==> config.mk <==
export PLATFORM = sky130hd
export DESIGN_NAME = sleep_power_ctl
export DESIGN_NICKNAME = d
export VERILOG_FILES = /design/src/sleep_ctl_pkg.sv /design/src/bod_sleep_unlock.sv /design/src/sleep_power_ctl.sv /design/src/wake_delay_timer.sv
export SDC_FILE = /design/constraint.sdc
export NUM_CORES = 1
export LEC_CHECK = 0
export BUFFER_PORTS_ARGS = -buffer_cell sky130_fd_sc_hd__buf_2
export CORE_MARGIN = 5
export CORE_UTILIZATION = 50
export CTS_BUF_LIST = sky130_fd_sc_hd__clkbuf_8
export DETAILED_ROUTE_END_ITERATION = 10
export PLACE_DENSITY = 0.8
export SETUP_SLACK_MARGIN = 0.15
export SYNTH_ARGS = -nofsm -noshare
export SYNTH_HDL_FRONTEND = slang
export SYNTH_SLANG_ARGS = --single-unit
==> constraint.sdc <==
create_clock -name pclk -period 2.3 [get_ports pclk]
set_input_delay 0.46 -clock pclk [delete_from_list [all_inputs] [get_ports pclk]]
set_output_delay 0.46 -clock pclk [all_outputs]
set_load 0.02 [all_outputs]
==> src/sleep_ctl_pkg.sv <==
package sleep_ctl_pkg;

   // bus geometry and register offsets
   localparam int APB_AW = 8;
   localparam logic [APB_AW-1:0] CORE_POWER_CONTROL_OFF = 8'h00;
   localparam logic [APB_AW-1:0] PERIPH_GATING_OFF = 8'h04;
   localparam logic [APB_AW-1:0] POWER_STATUS_OFF = 8'h08;

   // field positions in core_power_control
   localparam int BROWNOUT_SLEEP_DISABLE_POS = 7;
   localparam int SLEEP_EN_POS = 5;
   localparam int SM_HI_POS = 4;
   localparam int SM_LO_POS = 3;
   localparam int UNLOCK_POS = 2;

   // reset values
   localparam logic [1:0] SLEEP_MODE_RST = 2'h0;
   localparam logic SLEEP_EN_RST = 1'b0;
   localparam logic [3:0] PERIPH_GATING_RST = 4'h0;

   // peripheral gating bit positions
   localparam int PG_TIM1 = 3;
   localparam int PG_TIM0 = 2;
   localparam int PG_SERIAL = 1;
   localparam int PG_ADC = 0;

   // timed sequence counts, in clock cycles
   localparam logic [2:0] UNLOCK_WINDOW_CYC = 3'd4;
   localparam logic [1:0] BROWNOUT_SLEEP_DISABLE_CLEAR_CYC = 2'd3;

   // wake timing
   localparam int CLK_MHZ = 40;
   localparam int BOD_WAKE_US = 60;
   localparam int BOD_WAKE_CYC_I = BOD_WAKE_US * CLK_MHZ;
   localparam int WDW = 12;
   localparam logic [WDW-1:0] BOD_WAKE_CYC = WDW'(BOD_WAKE_CYC_I);
   localparam logic [WDW-1:0] STANDBY_WAKE_CYC = 12'd6;
   localparam logic [WDW-1:0] INT_HALT_CYC = 12'd4;
   localparam logic [WDW-1:0] OSC_START_CYC_RST = 12'd16;

   typedef enum logic [1:0] {
      MODE_IDLE = 2'b00,
      MODE_ADC_NR = 2'b01,
      MODE_PWR_DOWN = 2'b10,
      MODE_STANDBY = 2'b11
   } sleep_mode_t;

   typedef enum logic [1:0] {
      ST_RUN = 2'b00,
      ST_SLEEP = 2'b01,
      ST_WAKE = 2'b10
   } pwr_state_t;

   // clock domain enables toward the clock tree
   typedef struct packed {
      logic cpu;
      logic flash;
      logic io;
      logic adc;
      logic osc;
   } clk_gate_t;

   // analog and pad controls
   typedef struct packed {
      logic bod_en;
      logic input_buf_en;
      logic comparator_en;
      logic vref_en;
   } analog_ctl_t;

endpackage

==> src/bod_sleep_unlock.sv <==
`timescale 1ns/1ps
// timed two-write unlock for the brown-out sleep disable bit
module bod_sleep_unlock
   import sleep_ctl_pkg::*;
#(
   parameter bit SW_BOD_PRESENT = 1'b1
) (
   input wire logic pclk,
   input wire logic presetn,
   input wire logic wr_en,
   input wire logic wr_disable,
   input wire logic wr_unlock,
   output logic disable_bit,
   output logic disable_active
);

   logic [2:0] window_ff;
   logic [1:0] hold_ff;
   logic bit_ff;
   logic [2:0] dly_ff;

   wire arm_wr = wr_en && wr_disable && wr_unlock;
   wire commit_wr = wr_en && wr_disable && !wr_unlock && (window_ff != 3'd0);

   // window closes on its own if the second write is late
   always_ff @(posedge pclk or negedge presetn) begin
      if (!presetn) begin
         window_ff <= 3'd0;
      end else if (arm_wr) begin
         window_ff <= UNLOCK_WINDOW_CYC;
      end else if (window_ff != 3'd0) begin
         window_ff <= window_ff - 3'd1;
      end
   end

   // bit clears itself three cycles after it is set
   always_ff @(posedge pclk or negedge presetn) begin
      if (!presetn) begin
         bit_ff <= 1'b0;
         hold_ff <= 2'd0;
      end else if (commit_wr) begin
         bit_ff <= 1'b1;
         hold_ff <= BROWNOUT_SLEEP_DISABLE_CLEAR_CYC;
      end else if (hold_ff == 2'd1) begin
         bit_ff <= 1'b0;
         hold_ff <= 2'd0;
      end else if (hold_ff != 2'd0) begin
         hold_ff <= hold_ff - 2'd1;
      end
   end

   // effective copy lags the bit by three cycles
   always_ff @(posedge pclk or negedge presetn) begin
      if (!presetn) begin
         dly_ff <= 3'd0;
      end else begin
         dly_ff <= {dly_ff[1:0], bit_ff};
      end
   end

   // without the option both bits are dead
   assign disable_bit = SW_BOD_PRESENT && bit_ff;
   assign disable_active = SW_BOD_PRESENT && dly_ff[2];

endmodule

==> src/sleep_power_ctl.sv <==
// Design decisions made here: register access over APB and the register offsets.
`timescale 1ns/1ps
module sleep_power_ctl
   import sleep_ctl_pkg::*;
#(
   parameter bit SW_BOD_PRESENT = 1'b1,
   parameter logic [WDW-1:0] OSC_START_CYC = OSC_START_CYC_RST
) (
   input wire logic pclk,
   input wire logic presetn,
   input wire logic psel,
   input wire logic penable,
   input wire logic pwrite,
   input wire logic [APB_AW-1:0] paddr,
   input wire logic [31:0] pwdata,
   output logic [31:0] prdata,
   output logic pready,
   output logic pslverr,
   input wire logic sleep_instr,
   input wire logic wake_pin,
   input wire logic ext_crystal_sel,
   input wire logic brownout_level_fuse,
   input wire logic comp_uses_vref,
   output clk_gate_t clk_gate,
   output logic [3:0] periph_clk_en,
   output analog_ctl_t analog_ctl,
   output logic cpu_halt
);

   // ---------------- input synchronisers ----------------
   localparam int NSYNC = 3;
   logic [NSYNC-1:0] sync_in;
   logic [NSYNC-1:0] meta_ff;
   logic [NSYNC-1:0] sync_ff;

   assign sync_in = {brownout_level_fuse, ext_crystal_sel, wake_pin};

   // two flops per asynchronous input; only the second stage is read
   // reset value zero: the fuse reads as detector-off for two edges after reset
   generate
      for (genvar i = 0; i < NSYNC; i++) begin : g_sync
         always_ff @(posedge pclk or negedge presetn) begin
            if (!presetn) begin
               meta_ff[i] <= 1'b0;
               sync_ff[i] <= 1'b0;
            end else begin
               meta_ff[i] <= sync_in[i];
               sync_ff[i] <= meta_ff[i];
            end
         end
      end
   endgenerate

   wire wake_req = sync_ff[0];
   wire crystal_sel = sync_ff[1];
   wire fuse_bod_on = sync_ff[2];

   // ---------------- register state ----------------
   logic sleep_en_ff;
   logic [1:0] sleep_mode_ff;
   logic [3:0] gating_ff;
   pwr_state_t state_ff;
   pwr_state_t nxt_state;
   sleep_mode_t active_mode_ff;
   logic bod_off_ff;
   logic [31:0] prdata_ff;
   logic pready_ff;
   logic pslverr_ff;

   // ---------------- apb decode ----------------
   wire setup_ph = psel && !penable;
   wire access_ph = psel && penable && pready_ff;
   wire hit_ctl = (paddr == CORE_POWER_CONTROL_OFF);
   wire hit_pg = (paddr == PERIPH_GATING_OFF);
   wire hit_stat = (paddr == POWER_STATUS_OFF);
   wire hit_any = hit_ctl || hit_pg || hit_stat;
   wire wr_ctl = access_ph && pwrite && hit_ctl;
   wire wr_pg = access_ph && pwrite && hit_pg;

   // ---------------- timed unlock ----------------
   logic brownout_sleep_disable_bit;
   logic brownout_sleep_disable_active;

   bod_sleep_unlock #(
      .SW_BOD_PRESENT(SW_BOD_PRESENT)
   ) u_unlock (
      .pclk(pclk),
      .presetn(presetn),
      .wr_en(wr_ctl),
      .wr_disable(pwdata[BROWNOUT_SLEEP_DISABLE_POS]),
      .wr_unlock(pwdata[UNLOCK_POS]),
      .disable_bit(brownout_sleep_disable_bit),
      .disable_active(brownout_sleep_disable_active)
   );

   // readback: unlock bit never holds a value, unused bits stay zero
   wire [7:0] ctl_rd = {brownout_sleep_disable_bit, 1'b0, sleep_en_ff, sleep_mode_ff, 3'b000};
   wire [31:0] stat_rd = {24'h00_0000, brownout_sleep_disable_active, bod_off_ff, 2'b00,
                          active_mode_ff, state_ff};
   wire [31:0] rd_mux = hit_ctl ? {24'h00_0000, ctl_rd} :
                        hit_pg ? {28'h000_0000, gating_ff} :
                        hit_stat ? stat_rd : 32'h0000_0000;

   // read data and answer are built in setup, so access is always one cycle
   wire [31:0] nxt_prdata = (setup_ph && !pwrite) ? rd_mux : 32'h0000_0000;
   wire nxt_pslverr = setup_ph && !hit_any;

   // read data drops to zero outside the access cycle
   always_ff @(posedge pclk or negedge presetn) begin
      if (!presetn) begin
         prdata_ff <= 32'h0000_0000;
      end else begin
         prdata_ff <= nxt_prdata;
      end
   end

   // wait-free slave: ready follows every setup cycle by one edge
   always_ff @(posedge pclk or negedge presetn) begin
      if (!presetn) begin
         pready_ff <= 1'b0;
      end else begin
         pready_ff <= setup_ph;
      end
   end

   // unmapped offsets answer with an error and are otherwise ignored
   always_ff @(posedge pclk or negedge presetn) begin
      if (!presetn) begin
         pslverr_ff <= 1'b0;
      end else begin
         pslverr_ff <= nxt_pslverr;
      end
   end

   // field slices of the write word; only bits 5 and 4:3 are stored here
   wire wr_sleep_en = pwdata[SLEEP_EN_POS];
   wire [1:0] wr_sleep_mode = pwdata[SM_HI_POS:SM_LO_POS];

   // enable bit; left set by software it arms every sleep instruction
   always_ff @(posedge pclk or negedge presetn) begin
      if (!presetn) begin
         sleep_en_ff <= SLEEP_EN_RST;
      end else if (wr_ctl) begin
         sleep_en_ff <= wr_sleep_en;
      end
   end

   // mode field; every code is legal, standby falls back without a crystal
   always_ff @(posedge pclk or negedge presetn) begin
      if (!presetn) begin
         sleep_mode_ff <= SLEEP_MODE_RST;
      end else if (wr_ctl) begin
         sleep_mode_ff <= wr_sleep_mode;
      end
   end

   always_ff @(posedge pclk or negedge presetn) begin
      if (!presetn) begin
         gating_ff <= PERIPH_GATING_RST;
      end else if (wr_pg) begin
         gating_ff <= pwdata[3:0];
      end
   end

   // ---------------- sleep sequencing ----------------
   // sleep instruction without the enable bit is just a no-op
   wire sleep_go = (state_ff == ST_RUN) && sleep_instr && sleep_en_ff;
   // mode 11 only becomes standby with a crystal; otherwise oscillator stops
   wire [1:0] req_mode = (sleep_mode_ff == MODE_STANDBY && !crystal_sel) ?
                         MODE_PWR_DOWN : sleep_mode_ff;
   wire deep_req = (req_mode == MODE_PWR_DOWN) || (req_mode == MODE_STANDBY);
   // disable is sampled at the instant of entry only
   wire bod_off_req = brownout_sleep_disable_active && deep_req;
   wire wake_now = (state_ff == ST_SLEEP) && wake_req;

   // wake delay plumbing
   logic wake_done;
   logic [WDW-1:0] base_delay;
   logic [WDW-1:0] wake_delay;

   // start-up time per mode; idle and noise reduction need none
   always_comb begin
      unique case (active_mode_ff)
         MODE_STANDBY: base_delay = STANDBY_WAKE_CYC;
         MODE_PWR_DOWN: base_delay = OSC_START_CYC;
         default: base_delay = '0;
      endcase
      // detector must settle before code runs
      if (bod_off_ff && base_delay < BOD_WAKE_CYC) begin
         base_delay = BOD_WAKE_CYC;
      end
      wake_delay = base_delay + INT_HALT_CYC;
   end

   // loaded on the wake edge; the cpu is released when it runs out
   wake_delay_timer u_wake (
      .pclk(pclk),
      .presetn(presetn),
      .load(wake_now),
      .load_val(wake_delay),
      .done(wake_done)
   );

   // state transitions
   // a wake request while running is ignored: the level carries no memory
   always_comb begin
      nxt_state = state_ff;
      unique case (state_ff)
         ST_RUN: if (sleep_go) nxt_state = ST_SLEEP;
         ST_SLEEP: if (wake_req) nxt_state = ST_WAKE;
         ST_WAKE: if (wake_done) nxt_state = ST_RUN;
         default: nxt_state = ST_RUN;
      endcase
   end

   // state register
   always_ff @(posedge pclk or negedge presetn) begin
      if (!presetn) begin
         state_ff <= ST_RUN;
      end else begin
         state_ff <= nxt_state;
      end
   end

   // mode held for the whole sleep, so wake timing uses what was entered
   always_ff @(posedge pclk or negedge presetn) begin
      if (!presetn) begin
         active_mode_ff <= MODE_IDLE;
      end else if (sleep_go) begin
         active_mode_ff <= sleep_mode_t'(req_mode);
      end
   end

   // detector choice sampled at entry only, dropped once running again
   always_ff @(posedge pclk or negedge presetn) begin
      if (!presetn) begin
         bod_off_ff <= 1'b0;
      end else if (sleep_go) begin
         bod_off_ff <= bod_off_req;
      end else if (state_ff == ST_RUN) begin
         bod_off_ff <= 1'b0;
      end
   end

   // ---------------- output decode ----------------
   wire in_sleep = (state_ff == ST_SLEEP) || sleep_go;
   wire [1:0] cur_mode = sleep_go ? req_mode : active_mode_ff;
   wire is_adc_nr = in_sleep && (cur_mode == MODE_ADC_NR);
   wire is_deep = in_sleep && ((cur_mode == MODE_PWR_DOWN) || (cur_mode == MODE_STANDBY));
   wire cur_bod_off = sleep_go ? bod_off_req : bod_off_ff;

   // idle drops cpu/flash, noise reduction also io, power-down everything, standby all but osc
   clk_gate_t nxt_clk;
   assign nxt_clk.cpu = !in_sleep;
   assign nxt_clk.flash = !in_sleep;
   assign nxt_clk.io = !(is_adc_nr || is_deep);
   assign nxt_clk.adc = !is_deep;
   assign nxt_clk.osc = !(is_deep && cur_mode == MODE_PWR_DOWN);

   // gating follows the domain clock, so deep modes stop it regardless
   logic [3:0] nxt_periph;
   generate
      for (genvar p = 0; p < 4; p++) begin : g_periph
         // the converter hangs off its own clock, the others off io
         wire dom_run = (p == PG_ADC) ? nxt_clk.adc : nxt_clk.io;
         assign nxt_periph[p] = dom_run && !gating_ff[p];
      end
   endgenerate

   // detector follows the fuse, dropped only for an armed deep sleep;
   // leaving the sleep state brings it back at once
   analog_ctl_t nxt_analog;
   assign nxt_analog.bod_en = fuse_bod_on && !(in_sleep && cur_bod_off);
   // wake-detect pad buffers sit outside this control
   assign nxt_analog.input_buf_en = nxt_clk.io || nxt_clk.adc;
   assign nxt_analog.comparator_en = !is_deep;
   assign nxt_analog.vref_en = comp_uses_vref || nxt_analog.bod_en;

   // every output is a flop; registering costs one cycle of gating latency
   always_ff @(posedge pclk or negedge presetn) begin
      if (!presetn) begin
         clk_gate <= '{cpu: 1'b1, flash: 1'b1, io: 1'b1, adc: 1'b1, osc: 1'b1};
      end else begin
         clk_gate <= nxt_clk;
      end
   end

   // peripheral enables come up running so nothing is frozen out of reset
   always_ff @(posedge pclk or negedge presetn) begin
      if (!presetn) begin
         periph_clk_en <= 4'hF;
      end else begin
         periph_clk_en <= nxt_periph;
      end
   end

   // detector output waits for the synchronised fuse, hence off in reset
   always_ff @(posedge pclk or negedge presetn) begin
      if (!presetn) begin
         analog_ctl <= '{bod_en: 1'b0, input_buf_en: 1'b1,
                         comparator_en: 1'b1, vref_en: 1'b0};
      end else begin
         analog_ctl <= nxt_analog;
      end
   end

   // cpu stays halted until the wake delay ends
   wire nxt_cpu_halt = (nxt_state != ST_RUN);
   always_ff @(posedge pclk or negedge presetn) begin
      if (!presetn) begin
         cpu_halt <= 1'b0;
      end else begin
         cpu_halt <= nxt_cpu_halt;
      end
   end

   // bus outputs are the response flops themselves
   assign prdata = prdata_ff;
   assign pready = pready_ff;
   assign pslverr = pslverr_ff;

endmodule

==> src/wake_delay_timer.sv <==
`timescale 1ns/1ps
// one-shot down counter; done pulses after exactly load_val cycles
module wake_delay_timer
   import sleep_ctl_pkg::*;
(
   input wire logic pclk,
   input wire logic presetn,
   input wire logic load,
   input wire logic [WDW-1:0] load_val,
   output logic done
);

   logic [WDW-1:0] cnt_ff;

   // a zero load is treated as one cycle so done always fires
   always_ff @(posedge pclk or negedge presetn) begin
      if (!presetn) begin
         cnt_ff <= '0;
      end else if (load) begin
         cnt_ff <= (load_val == '0) ? WDW'(1) : load_val;
      end else if (cnt_ff != '0) begin
         cnt_ff <= cnt_ff - WDW'(1);
      end
   end

   assign done = (cnt_ff == WDW'(1)) && !load;

endmodule
==> results by group, run 1 <==
Final layout
  • Fraction of layout cells with a size suffix above 1: a little under a third
  • Fin cells: 385
  • Layout net count: roughly 370
  • Antenna diodes: 0
  • Most frequent cells in the layout: 52 x dfrtp_1, 48 x buf_2, 24 x conb_1, 22 x nor2_1, 15 x inv_1
  • Syn-to-layout area delta: 16.53%
  • Final Cell Area: ~3200 sq um
  • Commonest non-fill, non-tap cell in the layout: dfrtp_1

Floorplan
  • Die W: 84.54 um
  • Die area: a little over 7000 sq um
  • # rows: 27
  • Placeable core area: ~5400 sq um
  • DIE HEIGHT: 84.54 um
  • # IOs: 98
  • Initial Util: 51.07%

Timing
  • Slew @ Worst Pin: between 0.6 and 0.7 ns
  • Total count of hold-check failures in the final report: 0
  • Final setup fails: 0
  • Clk_skew: roughly 0.011 ns
  • Min Tclk post-route: around 1.9 ns
  • TNS Setup: 0 ns
  • Unrepaired setup endpoints after global routing: false
  • Fmax: between 500 and 600 MHz
  • Final critical-path share of the clock period: a little over four fifths
  • Final-report max-slew violation count: 0
  • Final worst slack: around 0.35 ns
  • Worst relative slew slack: a little under three fifths

Worst setup path
  • Crit path from: u_wake.cnt_ff[0]
  • Crit start category: register
  • Worst setup EP type: register
  • Reg2reg path depth: 6
  • Top Family by Delay on Critical Path: simple AND/OR/NAND/NOR gates
  • Arr. time, crit path: approximately 2.2 ns
  • Critical-path cell list: inv_1, ha_1, or3b_1, or3_2, a21oi_1, o21ai_0
  • Worst Path Max Fanout: 6
  • Critical R2R Launch: u_wake.cnt_ff[0]
  • CP required: between 2 and 3 ns
  • CP Class: register to register
  • Slowest-stage cell, CP: or3b_1
  • Reg2reg end: u_wake.cnt_ff[6]
  • Buf+Inv Stages, Crit Path: 1
  • R2R Setup Slk: roughly 0.35 ns
  • Slowest stage delay, CP: 0.46 ns
  • Worst path depth: 6

Synth
  • #FFs+latches synth: 61
  • Mapped cell area: roughly 2800 sq um
  • Register area share after synthesis: about 55%
  • Primary FF master, synth: dfrtp_1
  • Synthesized instance count: 250
  • Synth unique cells: 50
  • Avg Inst Size Synth: 11.11 sq um
  • EDFF count, synth: 0
  • Yosys warning count: 0
  • Share of flip-flops with an asynchronous set or reset: 100.0%

CTS
  • H-tree Lvls: 3
  • Root Driver: clkbuf_8
  • Clk slew on worst S/H paths: ~0.070 ns
  • # Post-CTS Setup Buffers: 0
  • Sink Count: 61
  • TritonCTS clock tree: built
  • Post_cts resized: 0
  • Clock latency on the worst-skew pair: ~0.35 ns
  • Total CTS buffers: 9
  • Clock tree buffer depth: 2
  • # hold bufs at CTS: 0

Detailed routing
  • Detailed-route DRC error count: 0
  • Starting DRT DRC Count: between 100 and 150
  • DRT Pass-1 Iters: 4
  • DRT Wirelength: 5254 um
  • Vias: 1901
  • Via density: roughly 5
  • Wirelength per Cell: about 14 um
  • ANT nets after route: 0

Run
  • MaxCap Viol Count: 0

Global routing
  • All-layer global routing usage: 16.01%
  • Global-route wire length before repair: 8928 um
  • Total grt overflow: 0
  • Initial antenna violation count: 0
  • Largest net degree at the start of global routing: between 60 and 70
  • Number of global-route vias before repair: 1954

Placement
  • DP Cell Count: around 370
  • I/O Buffers: 48
  • Pre-CTS setup slack: 0.3496 ns
  • Dpl hpwl: roughly 4000 um
  • Post-place instance area: just over 3000 sq um
  • RD Place Congestion: 0.8127

Power and ir drop
  • P per Cell Area: around 950 nW/um^2
  • Total Power: slightly above 3000 uW
  • Peak VDD IR: 0.0004379 V
  • Leak: 0.001555 uW

Hold path
  • HP Class: input port to asynchronous set/reset pin

Run status
  • Status: finished clean
## where the power goes
| part | switching, uW | internal [uW] |
|---|---|---|
| clock | 407 | 551 |
| sequential | 162 | 1250 |
| combinational | 380 | 313 |
| total | 949 | 2110 |
## registers in the layout, summed over array words and instances (netlist names), 2 cells and up
| name | flops |
|---|---|
| analog_ctl | 4 |
| state_ff | 2 |
| periph_clk_en | 4 |
| u_unlock.window_ff | 3 |
| active_mode_ff | 2 |
| prdata | 8 |
| clk_gate | 3 |
| u_wake.cnt_ff | 12 |
| sleep_mode_ff | 2 |
| u_unlock.dly_ff | 3 |
| u_unlock.hold_ff | 2 |
| meta_ff | 3 |
| gating_ff | 4 |
## layout make-up
cell class	count	area (sq um)
fillers	465	2202
flip-flops and latches	61	1538
multi-input cells	170	1071
repair buffers	52	282.8
clock buffers	11	151.4
well taps	72	90.09
inverters	14	52.55
clock inverters	5	51.30
## per-stage QoR
step / utilization, % / hold slack, ns
3_5_place_dp: 55.79 / 0.3347
2_1_floorplan: - / 0.1644
5_1_grt: 59.51 / 0.1215
6_report: 59.51 / 0.09507
4_1_cts: 59.51 / 0.1086
3_3_place_gp: 55.79 / 0.3324
## Yosys cell counts, types with 2 or more instances
| cell type | count | area [sq um] |
|---|---|---|
| or3_2 | 2 | 15.01 |
| a22oi_1 | 3 | 22.52 |
| a311oi_1 | 2 | 17.52 |
| xnor2_1 | 5 | 43.79 |
| or2_2 | 3 | 18.77 |
| nor2b_1 | 3 | 18.77 |
| buf_4 | 26 | 195.2 |
| and3_1 | 3 | 18.77 |
| dfstp_2 | 9 | 236.5 |
| ha_1 | 7 | 87.58 |
| nand3_1 | 5 | 25.02 |
| mux2i_1 | 3 | 30.03 |
| or4_4 | 2 | 22.52 |
| mux2_2 | 7 | 78.83 |
| a21oi_1 | 14 | 70.07 |
| inv_1 | 14 | 52.55 |
| clkbuf_1 | 2 | 7.510 |
| nor3_1 | 7 | 35.03 |
| nand4_1 | 3 | 18.77 |
| a211oi_1 | 2 | 15.01 |
| nand2_1 | 14 | 52.55 |
| nand2b_1 | 5 | 31.28 |
| dfrtp_1 | 52 | 1301 |
| o21ai_0 | 9 | 45.04 |
| nor2_1 | 22 | 82.58 |
| xor2_1 | 2 | 17.52 |
## routing by layer
layer	track usage [%]	share of wire (%)	vias up
met2	24.13	48	44
met5	0	0	-
met1	19.13	43	917
li1	-	-	928
met3	7.655	6.9	12
met4	8.058	1.6	0
## cell families (layout without fill, tap and decap cells)
logic type / count (synthesis) / in the layout / share of synthesized area, %
adder cells (fa/ha/maj): 7 / 7 / 3.153
AO/OA/AOI/OAI: 40 / 40 / 9.144
buffers and inverters: 42 / 82 / 9.189
other: 1 / 24 / 0.1350
XOR/XNOR: 7 / 7 / 2.207
flip-flops: 61 / 61 / 55.36
multiplexers: 10 / 10 / 3.919
AND/OR/NAND/NOR: 82 / 82 / 16.89
## worst max path at each step
stage,end,slack (ns)
2_1_floorplan,u_wake.cnt_ff[6],0.48
3_3_place_gp,u_wake.cnt_ff[6],0.40
3_5_place_dp,u_wake.cnt_ff[6],0.35
4_1_cts,u_wake.cnt_ff[6],0.35
5_1_grt,u_wake.cnt_ff[5],0.24
6_report,u_wake.cnt_ff[6],0.35
## worst register-to-register path, cell delays in order (launching register included)
cell and delay (ns):
dfrtp_1 0.43, inv_1 0.10, ha_1 0.18, or3b_1 0.46, or3_2 0.44, a21oi_1 0.15
o21ai_0 0.08
(Power assumes the default switching activity.)
==> run 2: changes to the inputs <==
==> constraint.sdc (replaced) <==
create_clock -name pclk -period 2 [get_ports pclk]
set_input_delay 0.4 -clock pclk [delete_from_list [all_inputs] [get_ports pclk]]
set_output_delay 0.4 -clock pclk [all_outputs]
set_load 0.02 [all_outputs]
==> run 2 against run 1 <==
Clock-buffer cell count shrank 1. Non-clock buffer count is 14 higher. Largest power group unchanged. Combinational power is 47% higher. Fmax grew 7.3%.
==> results by group, run 2 (synthesis results as in run 1) <==
CTS
  • Clock latency on the worst-skew pair: roughly 0.34 ns
  • Clk slew on worst S/H paths: roughly 0.07 ns
  • # hold bufs at CTS: 0
  • Clock tree buffer depth: 2
  • Total CTS buffers: 9
  • TritonCTS clock tree: built
  • H-tree Lvls: 3
  • Sink Count: slightly above 60
  • Root Driver: clkbuf_8

Detailed routing
  • DRT Wirelength: around 5700 um
  • Met2 WL: between 2000 and 3000 um
  • Top layer in use: met4
  • Starting DRT DRC Count: ~140
  • DRT Pass-1 Iters: 4
  • M1 WL: roughly 2300 um
  • Via density: roughly 5.2
  • ANT nets after route: 0
  • Vias: approximately 2100
  • Met3 WL post-DR: approximately 430 um
  • Wirelength per Cell: 14.39 um
  • Detailed-route DRC error count: 0

Power and ir drop
  • Peak VDD IR: between 0.0007 and 0.0008 V
  • Total Power: 3693 uW
  • P per Cell Area: ~1100 nW/um^2
  • Leak: ~0.0016 uW

Worst setup path
  • Critical-path cell list: or4_4, or4_4, xor2_1, o21ai_1
  • Most used cell, CP: or4_4
  • CP Class: register to register
  • Slowest-stage cell, CP: or4_4
  • Top Family by Delay on Critical Path: simple AND/OR/NAND/NOR gates
  • Crit start category: register
  • Worst setup EP type: register
  • Crit path from: u_wake.cnt_ff[4]
  • R2R Setup Slk: between 0.15 and 0.2 ns
  • Arr. time, crit path: 2.03 ns
  • Reg2reg end: u_wake.cnt_ff[11]
  • CP required: ~2.2 ns
  • Critical R2R Launch: u_wake.cnt_ff[4]
  • Slowest stage delay, CP: about 0.56 ns
  • Buf+Inv Stages, Crit Path: 0
  • Worst Path Max Fanout: 3
  • Reg2reg path depth: 4

Hold path
  • HP Class: input port to asynchronous set/reset pin

Final layout
  • Top reg by flops: u_wake.cnt_ff
  • Syn-to-layout area delta: 21.76%
  • Fraction of layout cells with a size suffix above 1: a little over a third
  • Most frequent cells in the layout: 52 x dfrtp_1, 48 x buf_2, 24 x conb_1, 22 x nor2_1, 16 x buf_4
  • Antenna diodes: 0
  • Layout net count: around 380
  • Largest register FFs: 12
  • Fin util: just over 60%
  • Commonest non-fill, non-tap cell in the layout: dfrtp_1
  • Fin cells: around 400

Timing
  • Hold Slack: ~0.015 ns
  • Unrepaired setup endpoints after global routing: true
  • Final critical-path share of the clock period: just over 90%
  • Final-report max-slew violation count: 0
  • Final setup fails: 0
  • Clk_skew: roughly 0.006 ns
  • Total count of hold-check failures in the final report: 0
  • Fmax: 550.5 MHz
  • Min Tclk post-route: 1.817 ns
  • TNS Setup: 0 ns

Floorplan
  • Placeable core area: between 5000 and 6000 sq um
  • Die area: 7146 sq um
  • DIE HEIGHT: approximately 85 um
  • # IOs: 98
  • Initial Util: just over 50%
  • Die W: 84.54 um
  • # rows: 27

Run
  • MaxCap Viol Count: 0

Placement
  • Dpl hpwl: a little over 4000 um
  • DP Cell Count: 375
  • RD Place Congestion: 0.8289
  • I/O Buffers: 48

Global routing
  • Global-route wire length before repair: 9446 um
  • Initial antenna violation count: 0
  • Number of global-route vias before repair: slightly above 2000
  • All-layer global routing usage: between 10% and 20%
  • Largest net degree at the start of global routing: 42
  • Total grt overflow: 0

Run status
  • Status: finished clean
run 2: worst max path at each step:
stage / end / depth (start not counted)
2_1_floorplan: u_wake.cnt_ff[6] / 6
3_3_place_gp: u_wake.cnt_ff[6] / 6
3_5_place_dp: u_wake.cnt_ff[6] / 6
4_1_cts: u_wake.cnt_ff[6] / 6
5_1_grt: u_wake.cnt_ff[11] / 5
6_report: u_wake.cnt_ff[11] / 4
run 2: repair_timing:
| action | in CTS | in global routing |
|---|---|---|
| gates resized for setup | 2 | 10 |
| endpoints found under the setup margin | 3 | 7 |
| gates cloned | 0 | 0 |
| pin swaps | 0 | 1 |
| setup buffers | 5 | 3 |
run 2: power breakdown:
part           switching (uW)  internal, uW  leakage (uW)  total (uW)
Combinational             544           476      0.000754        1020
Clock                     461           595      0.000105        1060
Sequential                182          1430      0.000763        1620
Total                    1190          2510       0.00162        3690
run 2: area by class of cell:
class | instances | area, sq um
repair buffers | 66 | 391.6
multi-input cells | 170 | 1117
clock inverters | 6 | 55.05
clock buffers | 10 | 137.6
fillers | 442 | 2057
inverters | 14 | 52.55
flip-flops and latches | 61 | 1538
well taps | 72 | 90.09
run 2: stage by stage:
stage	instance area, sq um	worst slack [ns]
CTS	3314	0.1602
global route	3382	0.1325
global placement	3079	0.09952
floorplan	2864	0.1812
detailed placement	3079	0.05068
finish	3382	0.1835
run 2: per-layer routing:
metal / vias up / track usage (%)
li1: 964 / -
met1: 1009 / 21.03
met2: 89 / 25.77
met3: 18 / 8.930
met4: 0 / 6.187
met5: - / 0
